`config.mk`:
```
export PLATFORM = sky130hd
export DESIGN_NAME = osc_ctrl
export DESIGN_NICKNAME = d
export VERILOG_FILES = /design/src/design/osc_ctrl_pkg.sv /design/src/design/osc_switch_if.sv /design/src/design/osc_ctrl.sv /design/src/design/osc_switch_seq.sv
export SDC_FILE = /design/constraint.sdc
export NUM_CORES = 1
export LEC_CHECK = 0
export BUFFER_PORTS_ARGS = -buffer_cell sky130_fd_sc_hd__clkbuf_2
export CAP_MARGIN = 20
export CORE_MARGIN = 2
export CORE_UTILIZATION = 46
export DETAILED_ROUTE_END_ITERATION = 8
export GPL_ROUTABILITY_DRIVEN = 0
export GPL_TIMING_DRIVEN = 0
export PLACE_DENSITY_LB_ADDON = 0.3
export RECOVER_POWER = 100
export SETUP_SLACK_MARGIN = 0.3
export SLEW_MARGIN = 20
export SYNTH_ARGS = -nofsm -noshare
export SYNTH_HDL_FRONTEND = slang
export SYNTH_SLANG_ARGS = --single-unit
```
`constraint.sdc`:
```
create_clock -name ref_clk -period 2.5 [get_ports ref_clk]
set_input_delay 0.375 -clock ref_clk [delete_from_list [all_inputs] [get_ports ref_clk]]
set_output_delay 0.375 -clock ref_clk [all_outputs]
set_load 0.005 [all_outputs]
```
`src/design/osc_ctrl_pkg.sv`:
```
// Package for the oscillator control block: register offsets, field positions, the settle count and the state encoding.
// Assumes a 32-bit classic Wishbone register bus with word-aligned registers.
package osc_ctrl_pkg;
   localparam logic [7:0] ADDR_OSC_CONTROL = 8'h00;
   localparam logic [7:0] ADDR_OSC_STATUS = 8'h04;
   localparam int BIT_SWITCH_REQUEST = 0;
   localparam int BIT_SECONDARY_OSC_ENABLE = 1;
   localparam int BIT_CLOCK_FAIL_FLAG = 3;
   localparam int BIT_PLL_LOCK = 5;
   localparam int BIT_CLOCK_SELECTION_LOCK = 7;
   localparam int NEXT_SOURCE_LSB = 8;
   localparam int CURRENT_SOURCE_LSB = 12;
   localparam int SOURCE_WIDTH = 3;
   localparam logic [3:0] SETTLE_CYCLES = 4'ha;
   localparam logic [31:0] UNMAPPED_READ = 32'h00000000;
   typedef logic [SOURCE_WIDTH-1:0] source_t;
   typedef enum logic [1:0] {
      SW_IDLE = 2'b00,
      SW_WAIT_LOCK = 2'b01,
      SW_SETTLE = 2'b10
   } switch_state_e;
endpackage

```
`src/design/osc_switch_if.sv`:
```
// Interface carrying a switch request and its completion between the control top and the sequencer.
// Assumes both ends run on the same system clock.
`timescale 1ns/1ps
interface osc_switch_if;
   import osc_ctrl_pkg::*;
   logic start;
   source_t target;
   logic target_uses_pll;
   logic done;
   logic busy;
   modport ctrl (output start, output target, output target_uses_pll, input done, input busy);
   modport seq (input start, input target, input target_uses_pll, output done, output busy);
endinterface

```
`src/design/osc_ctrl.sv`:
```
// Oscillator control register low byte with the source fields, behind a classic Wishbone slave.
// Assumes configuration straps are stable at reset release; pin and oscillator inputs are asynchronous.
// Notes on behaviour
// - With monitor enabled, lock bit blocks switching.
// - With monitor disabled, selection never locks.
// - Bit 5 reports PLL locked.
// - Lock status zero during switch or non-PLL mode.
// - Bit 3 sets when clock failure detected.
// - Bit 1 enables 32 kHz secondary oscillator.
// - Bit 0 requests switch, reads 0 when done.
// - Bits 6, 4, 2 read zero, ignore writes.
// - Source fields load from configuration at reset.
// - Next at 10:8, current at 14:12, gated.
// - Switching disabled holds request bit at zero.
// - Equal sources clear request and abort.
// - Wait ten new-source cycles, then copy fields.
`timescale 1ns/1ps
module osc_ctrl #(
   parameter int PLL_SOURCE_MASK = 8'h0a
) (
   // Clock and reset.
   input wire logic ref_clk,
   input wire logic rstn,
   // Wishbone slave.
   input wire logic wb_cyc_i,
   input wire logic wb_stb_i,
   input wire logic wb_we_i,
   input wire logic [7:0] wb_adr_i,
   input wire logic [3:0] wb_sel_i,
   input wire logic [31:0] wb_dat_i,
   output logic [31:0] wb_dat_o,
   output logic wb_ack_o,
   // Configuration straps, sampled at reset.
   input wire logic failsafe_switch_config,
   input wire logic switching_enabled_config,
   input wire logic [osc_ctrl_pkg::SOURCE_WIDTH-1:0] initial_source_config,
   // Oscillator and monitor status, asynchronous.
   input wire logic pll_lock_raw,
   input wire logic failsafe_clock_monitor_fail,
   input wire logic new_src_clk_raw,
   // Oscillator control outputs.
   output logic secondary_osc_enable,
   output logic [osc_ctrl_pkg::SOURCE_WIDTH-1:0] active_source
);
   import osc_ctrl_pkg::*;

   initial begin
      if (PLL_SOURCE_MASK < 0 || PLL_SOURCE_MASK > 255) begin
         $error("PLL_SOURCE_MASK must fit one bit per source");
      end
   end

   osc_switch_if sw ();

   // Two-flop synchronisers; the first stage feeds only the second.
   logic [2:0] sync1_q;
   logic [2:0] sync2_q;
   logic tick_prev_q;
   always_ff @(posedge ref_clk) begin
      if (!rstn) begin
         sync1_q <= 3'h0;
         sync2_q <= 3'h0;
         tick_prev_q <= 1'b0;
      end else begin
         sync1_q <= {new_src_clk_raw, failsafe_clock_monitor_fail, pll_lock_raw};
         sync2_q <= sync1_q;
         tick_prev_q <= sync2_q[2];
      end
   end
   logic pll_lock_s;
   logic fail_s;
   logic new_src_tick;
   assign pll_lock_s = sync2_q[0];
   assign fail_s = sync2_q[1];
   assign new_src_tick = sync2_q[2] & ~tick_prev_q;

   function automatic logic uses_pll(input source_t src);
      logic [7:0] mask;
      mask = PLL_SOURCE_MASK[7:0];
      return mask[src];
   endfunction

   // Straps are caught on the first clock after reset release.
   logic strap_taken_q;
   logic fsm_en_q;
   logic switch_en_q;
   always_ff @(posedge ref_clk) begin
      if (!rstn) begin
         strap_taken_q <= 1'b0;
         fsm_en_q <= 1'b0;
         switch_en_q <= 1'b0;
      end else if (!strap_taken_q) begin
         strap_taken_q <= 1'b1;
         fsm_en_q <= failsafe_switch_config;
         switch_en_q <= switching_enabled_config;
      end
   end

   // Register state.
   logic clock_selection_lock_q;
   logic clock_fail_flag_q;
   logic secondary_osc_enable_q;
   logic switch_request_q;
   source_t next_source_field_q;
   source_t current_source_field_q;
   logic pll_lock_q;
   logic start_q;

   logic wr_ctl;
   logic req;
   assign req = wb_cyc_i & wb_stb_i & ~wb_ack_o;
   assign wr_ctl = req & wb_we_i & (wb_adr_i == ADDR_OSC_CONTROL);

   logic selection_locked;
   assign selection_locked = fsm_en_q & clock_selection_lock_q;

   // Source fields and the lock bit, which any low-byte write sets or clears.
   always_ff @(posedge ref_clk) begin
      if (!rstn) begin
         clock_selection_lock_q <= 1'b0;
         next_source_field_q <= '0;
         current_source_field_q <= '0;
      end else if (!strap_taken_q) begin
         next_source_field_q <= initial_source_config;
         current_source_field_q <= initial_source_config;
      end else begin
         if (wr_ctl && wb_sel_i[0]) begin
            clock_selection_lock_q <= wb_dat_i[BIT_CLOCK_SELECTION_LOCK];
         end
         if (wr_ctl && wb_sel_i[1] && !selection_locked && !sw.busy && !switch_request_q) begin
            next_source_field_q <= wb_dat_i[NEXT_SOURCE_LSB +: SOURCE_WIDTH];
         end
         if (sw.done) begin
            current_source_field_q <= next_source_field_q;
         end
      end
   end

   // Switch request bit and sequencer start.
   always_ff @(posedge ref_clk) begin
      if (!rstn) begin
         switch_request_q <= 1'b0;
         start_q <= 1'b0;
      end else begin
         start_q <= 1'b0;
         if (!switch_en_q) begin
            switch_request_q <= 1'b0;
         end else if (sw.done) begin
            switch_request_q <= 1'b0;
         end else if (switch_request_q && !sw.busy && !start_q) begin
            if (next_source_field_q == current_source_field_q) begin
               switch_request_q <= 1'b0;
            end else begin
               start_q <= 1'b1;
            end
         end else if (wr_ctl && wb_sel_i[0] && wb_dat_i[BIT_SWITCH_REQUEST] && !selection_locked) begin
            switch_request_q <= 1'b1;
         end
      end
   end

   assign sw.start = start_q;
   assign sw.target = next_source_field_q;
   assign sw.target_uses_pll = uses_pll(next_source_field_q);

   // Secondary oscillator enable and failure flag; a new failure wins over a clear.
   always_ff @(posedge ref_clk) begin
      if (!rstn) begin
         secondary_osc_enable_q <= 1'b0;
         clock_fail_flag_q <= 1'b0;
      end else begin
         if (wr_ctl && wb_sel_i[0]) begin
            secondary_osc_enable_q <= wb_dat_i[BIT_SECONDARY_OSC_ENABLE];
         end
         if (fail_s) begin
            clock_fail_flag_q <= 1'b1;
         end else if (start_q) begin
            clock_fail_flag_q <= 1'b0;
         end else if (wr_ctl && wb_sel_i[0] && !wb_dat_i[BIT_CLOCK_FAIL_FLAG]) begin
            clock_fail_flag_q <= 1'b0;
         end
      end
   end

   // PLL lock status is held low through a switch and in any non-PLL mode.
   always_ff @(posedge ref_clk) begin
      if (!rstn) begin
         pll_lock_q <= 1'b0;
      end else begin
         pll_lock_q <= pll_lock_s && !sw.busy && !start_q && uses_pll(current_source_field_q);
      end
   end

   logic [15:0] ctl_word;
   always_comb begin
      ctl_word = 16'h0000;
      ctl_word[BIT_CLOCK_SELECTION_LOCK] = clock_selection_lock_q;
      ctl_word[BIT_PLL_LOCK] = pll_lock_q;
      ctl_word[BIT_CLOCK_FAIL_FLAG] = clock_fail_flag_q;
      ctl_word[BIT_SECONDARY_OSC_ENABLE] = secondary_osc_enable_q;
      ctl_word[BIT_SWITCH_REQUEST] = switch_request_q;
      ctl_word[NEXT_SOURCE_LSB +: SOURCE_WIDTH] = next_source_field_q;
      ctl_word[CURRENT_SOURCE_LSB +: SOURCE_WIDTH] = current_source_field_q;
   end

   // Bus answer one cycle after the request; unmapped addresses read zero.
   always_ff @(posedge ref_clk) begin
      if (!rstn) begin
         wb_ack_o <= 1'b0;
         wb_dat_o <= 32'h00000000;
      end else begin
         wb_ack_o <= req;
         if (req && !wb_we_i) begin
            case (wb_adr_i)
               ADDR_OSC_CONTROL: wb_dat_o <= {16'h0000, ctl_word};
               ADDR_OSC_STATUS: wb_dat_o <= {29'h0, switch_en_q, fsm_en_q, sw.busy};
               default: wb_dat_o <= UNMAPPED_READ;
            endcase
         end
      end
   end

   always_ff @(posedge ref_clk) begin
      if (!rstn) begin
         secondary_osc_enable <= 1'b0;
         active_source <= '0;
      end else begin
         secondary_osc_enable <= secondary_osc_enable_q;
         active_source <= current_source_field_q;
      end
   end

   osc_switch_seq u_seq (
      .ref_clk(ref_clk),
      .rstn(rstn),
      .sw(sw.seq),
      .pll_locked(pll_lock_s),
      .new_src_tick(new_src_tick)
   );
endmodule // osc_ctrl

```
`src/design/osc_switch_seq.sv`:
```
// Clock switch sequencer: waits for PLL lock if needed, then counts settle edges of the new source.
// Assumes new_src_tick is already synchronised to the system clock.
`timescale 1ns/1ps
module osc_switch_seq (
   // Clock and reset.
   input wire logic ref_clk,
   input wire logic rstn,
   // Request from the control logic.
   osc_switch_if.seq sw,
   // Status from the oscillators.
   input wire logic pll_locked,
   input wire logic new_src_tick
);
   import osc_ctrl_pkg::*;
   switch_state_e state_q;
   logic [3:0] cnt_q;

   always_ff @(posedge ref_clk) begin
      if (!rstn) begin
         state_q <= SW_IDLE;
         cnt_q <= 4'h0;
      end else begin
         case (state_q)
            SW_IDLE: begin
               cnt_q <= 4'h0;
               if (sw.start) begin
                  state_q <= sw.target_uses_pll ? SW_WAIT_LOCK : SW_SETTLE;
               end
            end
            SW_WAIT_LOCK: begin
               if (pll_locked) begin
                  state_q <= SW_SETTLE;
               end
            end
            SW_SETTLE: begin
               // Edges of the new source are counted; the switch happens after the tenth.
               if (new_src_tick) begin
                  if (cnt_q == SETTLE_CYCLES - 4'h1) begin
                     state_q <= SW_IDLE;
                  end
                  cnt_q <= cnt_q + 4'h1;
               end
            end
            default: state_q <= SW_IDLE;
         endcase
      end
   end

   assign sw.busy = (state_q != SW_IDLE);
   assign sw.done = (state_q == SW_SETTLE) && new_src_tick && (cnt_q == SETTLE_CYCLES - 4'h1);
endmodule // osc_switch_seq

```
-- After elaboration in Yosys (flattened, before gate mapping)
Memory sizes are Yosys's and may differ from the RTL's. A register that Yosys moved wholly into a read port is not among the register bits.
Index checks and enable logic that the tools add are counted.
- bits of input ports: 57
- output and inout port bits: 37
- word-level logic and storage cells: 109
- memories: 2
- ROM bits: 16
- register bits: 65
- muxes and demuxes: 27
- equal/unequal tests: 12
- reduce and logical (&&, ||, !) cells: 34
- order comparisons: 2
- add/subtract/negate cells: 1
- bitwise gates (word level): 11
- memory list (name ; depth ; width ; read ports ; clocked after Yosys merged registers in ; wr ports ; line ; source):
    (name not given) ; 8 ; 1 ; 1 ; 1 ; 0 ; osc_ctrl.sv:80 ; return mask[src];
    (name not given) ; 8 ; 1 ; 1 ; 1 ; 0 ; osc_ctrl.sv:80 ;
- operator list (cell ; number):
    $pmux 15 s2 ; 1
    $mux 3 ; 8
    $logic_and 1x1->1 ; 16
    $mux 1 ; 10
    $mux 2 ; 5
    $eq 8x3->1 const B ; 1
    $logic_not 8->1 ; 1
    $lt 3x4->1 const B ; 2
    $ne 2x2->1 const B ; 4
    $pmux 4 s2 ; 1
    $and 1x1->1 ; 6
    $logic_not 1->1 ; 6
    $ne 2x1->1 const B ; 3
    $pmux 2 s3 ; 1
    $reduce_and 2->1 ; 3
    $reduce_bool 2->1 ; 3
    $not 1->1 ; 5
    $add 4x1->4 const B ; 1
    $eq 4x4->1 const B ; 1
    $mux 4 ; 1
    $reduce_and 4->1 ; 1
    $reduce_or 4->1 ; 1
    $eq 3x3->1 ; 1
    $reduce_bool 3->1 ; 1
    other kinds (4) ; 4

-- Logic depth before layout (Yosys ltp)
Gate-level depths: netlist (run 1).
- depth in word-level cells: 12
- depth in mapped cells: 6
- gate-level depth less buffers: 6

-- Modules after synthesis
A second synthesis (run 1) with hierarchy kept.
- cells, all modules: 223
- area, all modules: 2052.0 um^2
- by module, submodules not included (module ; cells an instance ; sequential area each (um^2) ; area an instance (um^2) ; times used):
    osc_ctrl ; 183 ; 820.8 ; 1711.6 ; 1
    osc_switch_seq ; 40 ; 120.1 ; 340.3 ; 1

-- Worst setup path after synthesis (run 1)
No wires, ideal clock.
- path type: input-to-reg
- start: input port wb_adr_i[1]
- end: register next_source_field_q[2]
- arrival: 1.731 ns
- stages: 4
- setup time: 0.145 ns
- slack: 0.625 ns
- buffers on the path: 0
- data required time: 2.355 ns
- cells stage by stage: or4_4 or4_4 o21ai_0 a311oi_1
- word-level cells in the longest chain between the ends: 7
- RTL lines (element ; line ; source):
    start: declaration ; osc_ctrl.sv:28 ; input wire logic [7:0] wb_adr_i,
    $logic_not 8->1 ; osc_ctrl.sv:112 ; assign wr_ctl = req & wb_we_i & (wb_adr_i == ADDR_OSC_CONTROL);
    $and 1x1->1 ; osc_ctrl.sv:112 ;
    $logic_and 1x1->1 (4 in a row) ; osc_ctrl.sv:130 ; if (wr_ctl && wb_sel_i[1] && !selection_locked && !sw.busy && !switch_request_q) begin
    $ne 2x1->1 (no source line) ; n/a ;
    end signal: assignment ; osc_ctrl.sv:124 ; next_source_field_q <= initial_source_config;
    end signal: assignment ; osc_ctrl.sv:131 ; next_source_field_q <= wb_dat_i[NEXT_SOURCE_LSB +: SOURCE_WIDTH];
    end: declaration ; osc_ctrl.sv:104 ; source_t next_source_field_q;
Every way passes these cells.
A chain may end at the register's enable or synchronous reset.

-- Worst setup path after layout (run 1)
- start: input port wb_adr_i[1]
- end: register wb_dat_o[9]
- word-level cells in the longest chain between the ends: 2
- elaborated cells on any way between the ends: 3
- classes of those cells: 1 x eq/ne; 1 x mux; 1 x reduce/logical
- RTL lines (element ; line ; source):
    $eq 8x3->1 / $logic_not 8->1 (equally long branches) ; osc_ctrl.sv:214 ; case (wb_adr_i)
    $pmux 15 s2 (*) ; osc_ctrl.sv:214 ;
    end signal: assignment ; osc_ctrl.sv:215 ; ADDR_OSC_CONTROL: wb_dat_o <= {16'h0000, ctl_word};
    end signal: assignment ; osc_ctrl.sv:216 ; ADDR_OSC_STATUS: wb_dat_o <= {29'h0, switch_en_q, fsm_en_q, sw.busy};
    end: declaration ; osc_ctrl.sv:31 ; output logic [31:0] wb_dat_o,
Every way passes the cells marked *; elsewhere a longest branch is shown, timed or not.

==> summary.txt, run 1 <==
Power
  – Max IR drop VDD: 0.000330 V
  – Power density cells: roughly 570 nW/um^2
  – Final total power: roughly 1.4 mW
  – Leakage Power: 1.03 nW

Floorplanning
  – # rows: 23
  – Starting Density: 0.490
  – Vert. Die Dim: roughly 70 um
  – Top-level port count: 94
  – Die area: about 4900 um^2
  – CORE AREA: between 4000 and 5000 um^2
  – Die Wd: 70.0 um

Layout
  – Post-layout util: 0.600
  – Area Overhead vs Synth: 22.4%
  – Final net count: around 340
  – Layout cells sized above 1: 0.262
  – Fill count: between 300 and 400
  – Antenna cell count: 0

Global routing
  – All-Layer GR Usage: 0.186
  – Initial antenna violation count: 0
  – First-pass GRT wire length: roughly 7300 um
  – Overflow after GRT: 0
  – Pin count of the biggest net entering global routing: 14
  – Vias in the first global route: between 1500 and 2000

Detailed routing
  – Final ANT Viol Nets: 0
  – WL final: around 4300 um
  – Initial drt markers: 75
  – # DRC: 0
  – Vias per inst: 4.99
  – Routed via count: 1676
  – Wire per inst: approximately 13 um
  – Router iterations before antenna repair: 4

Synthesis
  – Seq/Total Area, Yosys: 0.470
  – Cell count after synthesis: 213
  – Top-count cell post-synth: dfxtp_1
  – Cell taking the most area after synthesis: dfxtp_1
  – Post-synth top flop: dfxtp_1
  – Syn Std Cell Area: approximately 2000 um^2
  – Ys Warns: 0
  – Top area cells in the synthesized netlist: dfxtp_1 (47%), buf_4 (7.5%), nor2_1 (4.5%), a22oi_1 (4.1%), and2_1 (3.7%)
  – Synth top cells by count: dfxtp_1 (47), nor2_1 (24), buf_4 (20)
  – Post-synth top area share: 0.470
  – Post-synthesis async set-or-reset flop share: 0
  – Avg Cell Area, Syn: 9.40 um^2
  – Post-synth EDFFs: 0
  – Yosys cell types: 42
  – #FFs+latches synth: 47

Clocking
  – H-tree Lvls: 2
  – Root Buffer: clkbuf_8
  – Clk buf depth: 2
  – Inserted Clock Buffers: 5
  – Post-CTS Resized: 0
  – # hold bufs at CTS: 0
  – Num Clock Sinks: 47
  – Setup Fix Bufs, Post-CTS: 0
  – Clock latency on the worst-skew pair: approximately 300 ps
  – Worst-path clk slew: 80 ps
  – CTS tree: yes

Worst setup path
  – Reg-to-reg startpoint: wb_ack_o$_SDFF_PN0_
  – Crit path DAT: between 2000 and 2500 ps
  – R2R Path End: wb_dat_o[9]$_SDFFE_PN0P_
  – Reg2reg setup slack: approximately 670 ps
  – WS Path Type: in2reg
  – CP startpoint kind: primary input
  – Crit-path cells: clkbuf_2 > or4_1 > nor4_2 > a22oi_1 > nor2_1
  – Critical path capture point type: flip-flop
  – CP max stage cell: nor4_2
  – Crit path largest cell delay: around 800 ps
  – FF-to-FF path depth: 4
  – WP data required: 2730 ps
  – Crit Path Max Fanout: 9

Timing
  – Final-report hold violation count: 0
  – Clock Skew: around 3.7 ps
  – Slew HR: 0.403
  – Fin worst setup slack: 575 ps
  – Setup TNS Final: 0 ps
  – Worst-margin pin slew: approximately 890 ps
  – WHS: approximately 210 ps
  – Final setup vio count: 0
  – Period Utilization, post-route: 0.770
  – Minimum clock period after layout: 1920 ps
  – Final Max Tran Viols: 0
  – RSZ-0062 raised after global routing: no
  – Achievable Freq: a little over 0.5 GHz

Hold path
  – Min-delay src: rstn
  – Min-delay worst type: in2reg
  – Min-Delay Endpoint: strap_taken_q$_DFF_P_
  – WHS Path Cells: 1

Job
  – Max-capacitance violation count: 0

Placed design
  – Final HPWL DP: about 3400 um
  – Pre-CTS setup slack: 318 ps
  – Port Buffers: 46

Outcome
  – Run status: finished, final reports clean
-- critical path: cells and delay by family --
family	cells	cell delay, ps
AOI/OAI and AO/OA	1	160
buffers and inverters	1	70
and+or+nand+nor	3	1550
-- kinds of logic (layout without fill, tap and decap cells) --
kind of cell    Yosys count  after routing  share of synthesized area
simple gates             77             77                      0.222
flops                    47             47                      0.470
compound gates           41             41                      0.132
buf+inv                  32             86                     0.0974
mux                       9              9                     0.0475
xor+xnor                  4              4                     0.0175
fa+ha+maj                 2              2                     0.0125
other cells               1             20                    0.00187
-- where the power goes --
group          internal [mW]  switching, mW  leakage (nW)
registers              0.768         0.0156         0.383
logic                 0.0622         0.0629         0.596
clock network          0.252          0.240        0.0515
total                   1.08          0.319          1.03
-- flip-flops by register name (all words and copies together), names as in the netlist, 2 cells and up, named ones only --
| signal | flops |
|---|---|
| current_source_field_q | 3 |
| active_source | 3 |
| sync2_q | 3 |
| sync1_q | 3 |
| u_seq.cnt_q | 4 |
| u_seq.state_q | 2 |
| wb_dat_o | 12 |
| next_source_field_q | 3 |
-- cells in the final DEF, fill, tap and decap left out, drive strengths merged, types with 9 or more instances in the layout --
master  instances
clkbuf         60
dfxtp          47
nor2           24
buf            20
conb           20
and2           12
a22oi          11
a21oi           9
o21ai           9
-- how the worst max path moves through the flow --
stage / start / end / slack (ps) / cells past startpoint
after floorplan: wb_adr_i[1] / next_source_field_q[2]$_SDFFE_PN0N_ / 620 / 4
after global placement: wb_adr_i[1] / wb_dat_o[12]$_SDFFE_PN0P_ / 400 / 5
after detailed placement: wb_adr_i[1] / wb_dat_o[9]$_SDFFE_PN0P_ / 320 / 5
after CTS: wb_adr_i[1] / wb_dat_o[9]$_SDFFE_PN0P_ / 620 / 5
after global routing: wb_adr_i[1] / wb_dat_o[9]$_SDFFE_PN0P_ / 370 / 5
final: wb_adr_i[1] / wb_dat_o[9]$_SDFFE_PN0P_ / 580 / 5
-- per-layer routing --
metal  GRT usage  wire length (um)
met1       0.223              1920
met2       0.314              2150
met3      0.0433               213
met4      0.0876                63
met5           0                 0
-- through the flow --
stage / std cells / instance area [um^2]
6_report: 336 / 2450
5_1_grt: 336 / 2450
4_1_cts: 336 / 2470
3_5_place_dp: 328 / 2370
3_3_place_gp: 328 / 2370
2_1_floorplan: 232 / 2070
-- final cells by class --
type	count	area (um^2)	share of cell area
plain buffers	26	173	0.0704
clock buffers	8	100	0.0408
inverters	6	22.5	0.00919
multi-input cells	153	931	0.380
flip-flops and latches	47	941	0.384
well taps	50	62.6	0.0255
repair buffers	46	221	0.0904
No activity file was read; power rests on OpenSTA's default activity.
==> run 2, diff against run 1 <==
--- a/config.mk
+++ b/config.mk
@@ -5,10 +5,11 @@
 export SDC_FILE = /design/constraint.sdc
 export NUM_CORES = 1
 export LEC_CHECK = 0
+export ABC_AREA = 1
 export BUFFER_PORTS_ARGS = -buffer_cell sky130_fd_sc_hd__clkbuf_2
 export CAP_MARGIN = 20
 export CORE_MARGIN = 2
-export CORE_UTILIZATION = 46
+export CORE_UTILIZATION = 42
 export DETAILED_ROUTE_END_ITERATION = 8
 export GPL_ROUTABILITY_DRIVEN = 0
 export GPL_TIMING_DRIVEN = 0
==> constraint.sdc (replaced) <==
create_clock -name ref_clk -period 1.7 [get_ports ref_clk]
set_input_delay 0.255 -clock ref_clk [delete_from_list [all_inputs] [get_ports ref_clk]]
set_output_delay 0.255 -clock ref_clk [all_outputs]
set_load 0.005 [all_outputs]
==> run 2 against run 1 <==
Critical path depth rose by 3. Synthesized area rose by 5.4%. Clock-buffer cell count fell by 1. Register-to-register slack got worse by 390 ps. Critical endpoint is now next_source_field_q[0]$_SDFFE_PN0N_. Largest power group unchanged.
==> summary.txt, run 2 <==
Worst setup path
  – WP data required: 1890 ps (-840 ps)
  – CP max stage cell: dfxtp_1
  – Crit-path cells: nor2_1 > nand2_1 > nor2_1 > nand3_2 > nand2_1 > nand2_1 > nand2_1 > nor2_1
  – Crit path DAT: 1610 ps (-550 ps)
  – Crit Path Max Fanout: 4 (-5)
  – CP startpoint kind: flip-flop
  – CP dominant cell by count: nand2_1
  – Critical path capture point type: flip-flop
  – WS Path Type: reg2reg
  – Crit path largest cell delay: 330 ps (-450 ps)

Layout
  – Final net count: 403 (+17%)
  – Antenna cell count: 0 (unchanged)
  – Multi-input logic area: 927 um^2 (-0.40%)
  – Post-layout util: 0.541 (-0.0592)
  – Area Overhead vs Synth: 22.6%
  – Biggest regs: wb_dat_o (12), u_seq.cnt_q (4)
  – Most frequent cells in the layout: nand2_1 (46), dfxtp_1 (46), clkbuf_2 (36)
  – Register area: 942 um^2 (+0.13%)
  – Layout cells sized above 1: 0.258 (-0.00427)
  – Largest Register: wb_dat_o
  – Max reg flops: 12 (unchanged)
  – Fill count: 475 (+26%)

Timing
  – Slew HR: 0.652 (+0.249)
  – Final-report hold violation count: 0 (unchanged)
  – Achievable Freq: roughly 0.7 GHz
  – RSZ-0062 raised after global routing: yes
  – Minimum clock period after layout: approximately 1400 ps
  – WHS: 62.0 ps (-149 ps)
  – Final Max Tran Viols: 0 (unchanged)
  – Clock Skew: 5.27 ps (+1.54 ps)
  – Period Utilization, post-route: 0.836
  – Final setup vio count: 0 (unchanged)
  – Fin worst setup slack: 278 ps (-297 ps)
  – Setup TNS Final: 0 ps (unchanged)
  – Worst-margin pin slew: 522 ps (-366 ps)

Outcome
  – Run status: finished, final reports clean

Power
  – Power density cells: 811 nW/um^2 (+42%)
  – Max IR drop VDD: 0.000331 V (+0.41%)
  – Final total power: 2.10 mW (+50%)
  – Leakage Power: 1.28 nW (+24%)

Synthesis
  – Synth top cells by count: dfxtp_1 (47), nand2_1 (45), inv_1 (32)
  – Post-synth EDFFs: 0 (unchanged)
  – Top area cells in the synthesized netlist: dfxtp_1 (45%), nand2_1 (8.0%), buf_4 (7.1%), inv_1 (5.7%), nand3_1 (5.0%)
  – Top-count cell post-synth: dfxtp_1
  – Avg Cell Area, Syn: 7.79 um^2 (-17%)
  – Syn Std Cell Area: 2110 um^2 (+5.4%)
  – Post-synth top area share: 0.446 (-0.0239)
  – Post-synth top flop: dfxtp_1
  – Cell taking the most area after synthesis: dfxtp_1
  – Yosys cell types: 33 (-21%)
  – Cell count after synthesis: 271 (+27%)
  – #FFs+latches synth: 47 (unchanged)
  – Seq/Total Area, Yosys: 0.446 (-0.0239)
  – Post-synthesis async set-or-reset flop share: 0 (unchanged)
  – Ys Warns: 0 (unchanged)

Global routing
  – Pin count of the biggest net entering global routing: 15 (+1)
  – First-pass GRT wire length: 6870 um (-5.6%)
  – Overflow after GRT: 0 (unchanged)
  – Initial antenna violation count: 0 (unchanged)
  – Vias in the first global route: 1534 (-5.4%)
  – All-Layer GR Usage: 0.164 (-0.0222)

Clocking
  – Clock latency on the worst-skew pair: 300 ps (about the same)
  – Inserted Clock Buffers: 5 (unchanged)
  – Worst-path clk slew: 90 ps (about the same)
  – Clk buf depth: 2 (unchanged)
  – Num Clock Sinks: 47 (unchanged)
  – H-tree Lvls: 2 (unchanged)
  – # hold bufs at CTS: 0 (unchanged)
  – CTS tree: yes
  – Root Buffer: clkbuf_8

Detailed routing
  – Routed via count: 1806 (+7.8%)
  – WL final: 4430 um (+1.8%)
  – Final ANT Viol Nets: 0 (unchanged)
  – # DRC: 0 (unchanged)
  – Vias per inst: 4.38 (-12%)
  – Router iterations before antenna repair: 4 (unchanged)
  – Initial drt markers: 66 (-12%)
  – Wire per inst: 10.7 um (-17%)

Placed design
  – Final HPWL DP: 3420 um (+1.3%)
  – Pre-CTS setup slack: 294 ps (-24.4 ps)
  – Port Buffers: 46 (unchanged)

Floorplanning
  – CORE AREA: 4790 um^2 (+17%)
  – # rows: 25 (+8.7%)
  – Die area: 5610 um^2 (+14%)
  – Die Wd: 74.9 um (+7.0%)
  – Vert. Die Dim: 74.9 um (+7.0%)
  – Starting Density: 0.441 (-0.0492)
  – Top-level port count: 94 (unchanged)

Hold path
  – Min-delay worst type: in2reg

Job
  – Max-capacitance violation count: 0 (unchanged)
-- run 2: cell count changes in the layout (fill, tap and decap cells not counted), moves of 10 or more --
cell,before,now
a21oi_1,9,19
a22oi_1,11,0
inv_1,5,32
nand2_1,8,46
nand3_1,8,21
-- run 2: area by class of cell --
cell class                 count  area share
sequential                    47       0.364
multi-input combinational    181       0.358
timing repair buffer          47      0.0851
buffer                        26      0.0677
inverter                      36      0.0522
clock buffer                   7      0.0372
tap                           67      0.0324
clock inverter                 1     0.00290
-- run 2: final timing paths --
check / from / to / slack, ps / depth (start not counted)
worst min register to register: sync1_q[2]$_SDFF_PN0_ / sync2_q[2]$_SDFF_PN0_ / 420 / 2
worst max-delay path: u_seq.state_q[1]$_SDFFE_PN0P_ / next_source_field_q[0]$_SDFFE_PN0N_ / 280 / 8
worst max register to register: u_seq.state_q[1]$_SDFFE_PN0P_ / next_source_field_q[0]$_SDFFE_PN0N_ / 280 / 8
worst min-delay path: rstn / strap_taken_q$_DFF_P_ / 60 / 1
-- run 2: per-layer routing --
| layer | global-route usage | vias to the layer above | wire, um |
|---|---|---|---|
| li1 | - | 960 | - |
| met1 | 0.222 | 771 | 2160 |
| met2 | 0.250 | 69 | 1890 |
| met3 | 0.0375 | 6 | 297 |
| met4 | 0.0734 | 0 | 75 |
| met5 | 0 | - | 0 |
-- run 2: cells by family (layout without fill, tap and decap cells) --
kind of cell | Yosys count | count (layout) | synth area share
AND/OR/NAND/NOR | 116 | 116 | 0.274
other | 1 | 20 | 0.00178
XOR/XNOR | 3 | 3 | 0.0125
buffers and inverters | 62 | 117 | 0.148
flip-flops | 47 | 47 | 0.446
AO/OA/AOI/OAI | 40 | 40 | 0.106
adder cells (fa/ha/maj) | 2 | 2 | 0.0119
-- run 2: timing repair --
action / CTS / global route
gates resized for setup: 0 / 4
hold endpoints to repair: 0 / 0
setup buffers: 0 / 1
setup endpoints to repair: 0 / 8
-- run 2: power by group --
| group | switching [mW] | total [mW] | internal, mW |
|---|---|---|---|
| Combinational | 0.113 | 0.209 | 0.0957 |
| Clock | 0.371 | 0.741 | 0.370 |
| Sequential | 0.0197 | 1.15 | 1.13 |
| Total | 0.505 | 2.10 | 1.59 |
-- run 2: through the flow --
step	cell area, um^2	std cells
4_1_cts	2600	411
6_report	2590	412
2_1_floorplan	2180	290
5_1_grt	2590	412
3_5_place_dp	2500	403
3_3_place_gp	2500	403
-- run 2: critical path, delay by kind of cell (launching register included) --
kind,cells,cell delay [ps]
AND/OR/NAND/NOR,8,970
flip-flops,1,330
==> run 3, diff against run 2 <==
--- a/config.mk
+++ b/config.mk
@@ -5,11 +5,11 @@
 export SDC_FILE = /design/constraint.sdc
 export NUM_CORES = 1
 export LEC_CHECK = 0
-export ABC_AREA = 1
+export ABC_AREA = 0
 export BUFFER_PORTS_ARGS = -buffer_cell sky130_fd_sc_hd__clkbuf_2
 export CAP_MARGIN = 20
 export CORE_MARGIN = 2
-export CORE_UTILIZATION = 42
+export CORE_UTILIZATION = 41
 export DETAILED_ROUTE_END_ITERATION = 8
 export GPL_ROUTABILITY_DRIVEN = 0
 export GPL_TIMING_DRIVEN = 0
==> constraint.sdc (replaced) <==
create_clock -name ref_clk -period 1.3 [get_ports ref_clk]
set_input_delay 0.195 -clock ref_clk [delete_from_list [all_inputs] [get_ports ref_clk]]
set_output_delay 0.195 -clock ref_clk [all_outputs]
set_load 0.005 [all_outputs]
==> run 3 against run 2 <==
The run now ends with negative setup slack left. Clock skew increased by 10 ps. Global-route usage is 0.87 points higher. Final cell count shrank 10%. Via count is 2.5% lower. Core utilization rose by 7.1 points. Sequential power rose by 31%. Sequential cell count did not move. Highest routed layer unchanged.
==> summary.txt, run 3 (synthesis results as in run 1) <==
Timing
  – Final setup vio count: 20 (+20)
  – Worst-margin pin slew: 500 ps (-21.5 ps)
  – Achievable Freq: roughly 0.68 GHz
  – Setup TNS Final: -1420 ps (-1420 ps)
  – Slew HR: 0.666 (+0.0143)
  – Fin worst setup slack: -175 ps (-454 ps)
  – Period Utilization, post-route: 1.13
  – Final Max Tran Viols: 0 (unchanged)
  – Final-report hold violation count: 0 (unchanged)
  – RSZ-0062 raised after global routing: yes
  – Minimum clock period after layout: 1480 ps
  – Clock Skew: 15.7 ps (+10.4 ps)

Layout
  – Post-layout util: 0.612 (+0.0713)
  – Most frequent cells in the layout: clkbuf_2 (45), dfxtp_1 (38), buf_4 (31)
  – Layout Cells excl Fill: 369 (-10%)
  – Layout cells sized above 1: 0.467 (+0.209)
  – Antenna cell count: 0 (unchanged)
  – Fill count: 399 (-16%)
  – Most common cell after layout, fill and taps aside: clkbuf_2
  – Biggest regs: wb_dat_o (12), u_seq.cnt_q (4)
  – Final net count: 360 (-11%)
  – Max reg flops: 12 (unchanged)
  – Design area: 2890 um^2 (+12%)
  – Largest Register: wb_dat_o
  – Area Overhead vs Synth: 44.3%

Global routing
  – Overflow after GRT: 0 (unchanged)
  – Pin count of the biggest net entering global routing: 15 (unchanged)
  – Initial antenna violation count: 0 (unchanged)
  – First-pass GRT wire length: 7180 um (+4.4%)
  – All-Layer GR Usage: 0.173 (+0.00870)
  – Vias in the first global route: 1505 (-1.9%)

Power
  – Power density cells: 1030 nW/um^2 (+27%)
  – Final total power: 2.98 mW (+42%)
  – Max IR drop VDD: 0.000643 V (+94%)
  – Leakage Power: 1.23 nW (-3.4%)

Floorplanning
  – Vert. Die Dim: 73.9 um (-1.3%)
  – Top-level port count: 94 (unchanged)
  – CORE AREA: 4720 um^2 (-1.3%)
  – Starting Density: 0.424 (-0.0169)
  – Die area: 5460 um^2 (-2.6%)
  – Die Wd: 73.9 um (-1.3%)
  – # rows: 25 (unchanged)

Detailed routing
  – Initial drt markers: 132 (+100%)
  – Wire per inst: 13.0 um (+21%)
  – Router iterations before antenna repair: 4 (unchanged)
  – Final ANT Viol Nets: 0 (unchanged)
  – Vias per inst: 4.77 (+8.9%)
  – # DRC: 0 (unchanged)
  – Routed via count: 1761 (-2.5%)
  – WL final: 4810 um (+8.7%)

Clocking
  – Num Clock Sinks: 47 (unchanged)
  – CTS tree: yes
  – # hold bufs at CTS: 0 (unchanged)
  – Root Buffer: clkbuf_8
  – Clk buf depth: 2 (unchanged)
  – Inserted Clock Buffers: 5 (unchanged)
  – Clock latency on the worst-skew pair: 310 ps (about the same)
  – Worst-path clk slew: 90 ps (about the same)
  – H-tree Lvls: 2 (unchanged)

Placed design
  – Port Buffers: 46 (unchanged)
  – Placed cell count: 345 (-14%)
  – Final HPWL DP: 3320 um (-2.9%)
  – Area after DPL: 2440 um^2 (-2.1%)

Worst setup path
  – Crit path largest cell delay: 590 ps (+260 ps)
  – CP max stage cell: or4_4
  – Crit Path Max Fanout: 5 (+1)
  – CP startpoint kind: primary input
  – WS Path Type: in2reg
  – CP dominant cell by count: or4_4
  – WP data required: 1490 ps (-400 ps)
  – Crit-path cells: clkbuf_2 > or4_4 > or4_4 > o21ai_1 > a31oi_1
  – Critical path capture point type: flip-flop
  – FF-to-FF path depth: 4 (-4)
  – Crit path DAT: 1660 ps (+50 ps)

Job
  – Max-capacitance violation count: 0 (unchanged)

Hold path
  – Min-delay worst type: in2reg
  – WHS Path Cells: 1 (unchanged)

Outcome
  – Run status: complete, but fails checks
  – Violated checks: negative setup slack
[run 3: cell count changes in the layout (fill, tap and decap cells not counted), moves of 11 or more]
cell and delta:
nand3_1 -15, a21oi_1 -11, nand2_1 -38, inv_1 -28, buf_4 +11
[run 3: worst paths after layout]
kind | startpoint | to | slack [ps]
worst max-delay path | wb_adr_i[4] | next_source_field_q[0]$_SDFFE_PN0N_ | -180
worst min register to register | sync1_q[2]$_SDFF_PN0_ | sync2_q[2]$_SDFF_PN0_ | 440
worst max register to register | wb_ack_o$_SDFF_PN0_ | next_source_field_q[0]$_SDFFE_PN0N_ | -100
worst min-delay path | rstn | strap_taken_q$_DFF_P_ | 20
[run 3: critical path: cells and delay by family]
family | cells | cell delay, ps
AOI/OAI and AO/OA | 2 | 230
and+or+nand+nor | 2 | 1150
buffers and inverters | 1 | 90
[run 3: layout make-up]
cell class	instances	area, um^2	area share
plain buffers	26	193	0.0667
repair buffers	62	365	0.126
well taps	67	83.8	0.0290
clock buffers	7	97.6	0.0338
multi-input cells	153	1140	0.394
flip-flops and latches	47	960	0.332
clock inverters	1	30.0	0.0104
inverters	6	23.8	0.00823
[run 3: layer usage]
layer,vias up,share of wire,GRT usage
met5,-,0,0
met4,0,0.016,0.0485
met1,812,0.42,0.223
met3,8,0.049,0.0466
met2,48,0.51,0.285
li1,893,-,-
[run 3: repair_timing]
action                                 CTS  global route
setup buffers                            7             8
resized for setup                       17            38
endpoints found under the hold margin    0             0
cloned                                   0             1
setup endpoints to repair               33            36
pin swaps                               13            20
[run 3: report_power, final]
group / leakage, nW / switching, mW / internal (mW)
combinational: 0.782 / 0.137 / 0.143
clock: 0.0636 / 0.499 / 0.692
sequential: 0.388 / 0.0377 / 1.47
[run 3: through the flow]
step	setup WS (ps)	hold WS (ps)
floorplan	-262	223
global placement	-633	313
detailed placement	-661	322
CTS	-175	10.4
global route	-186	22.4
finish	-175	19.2
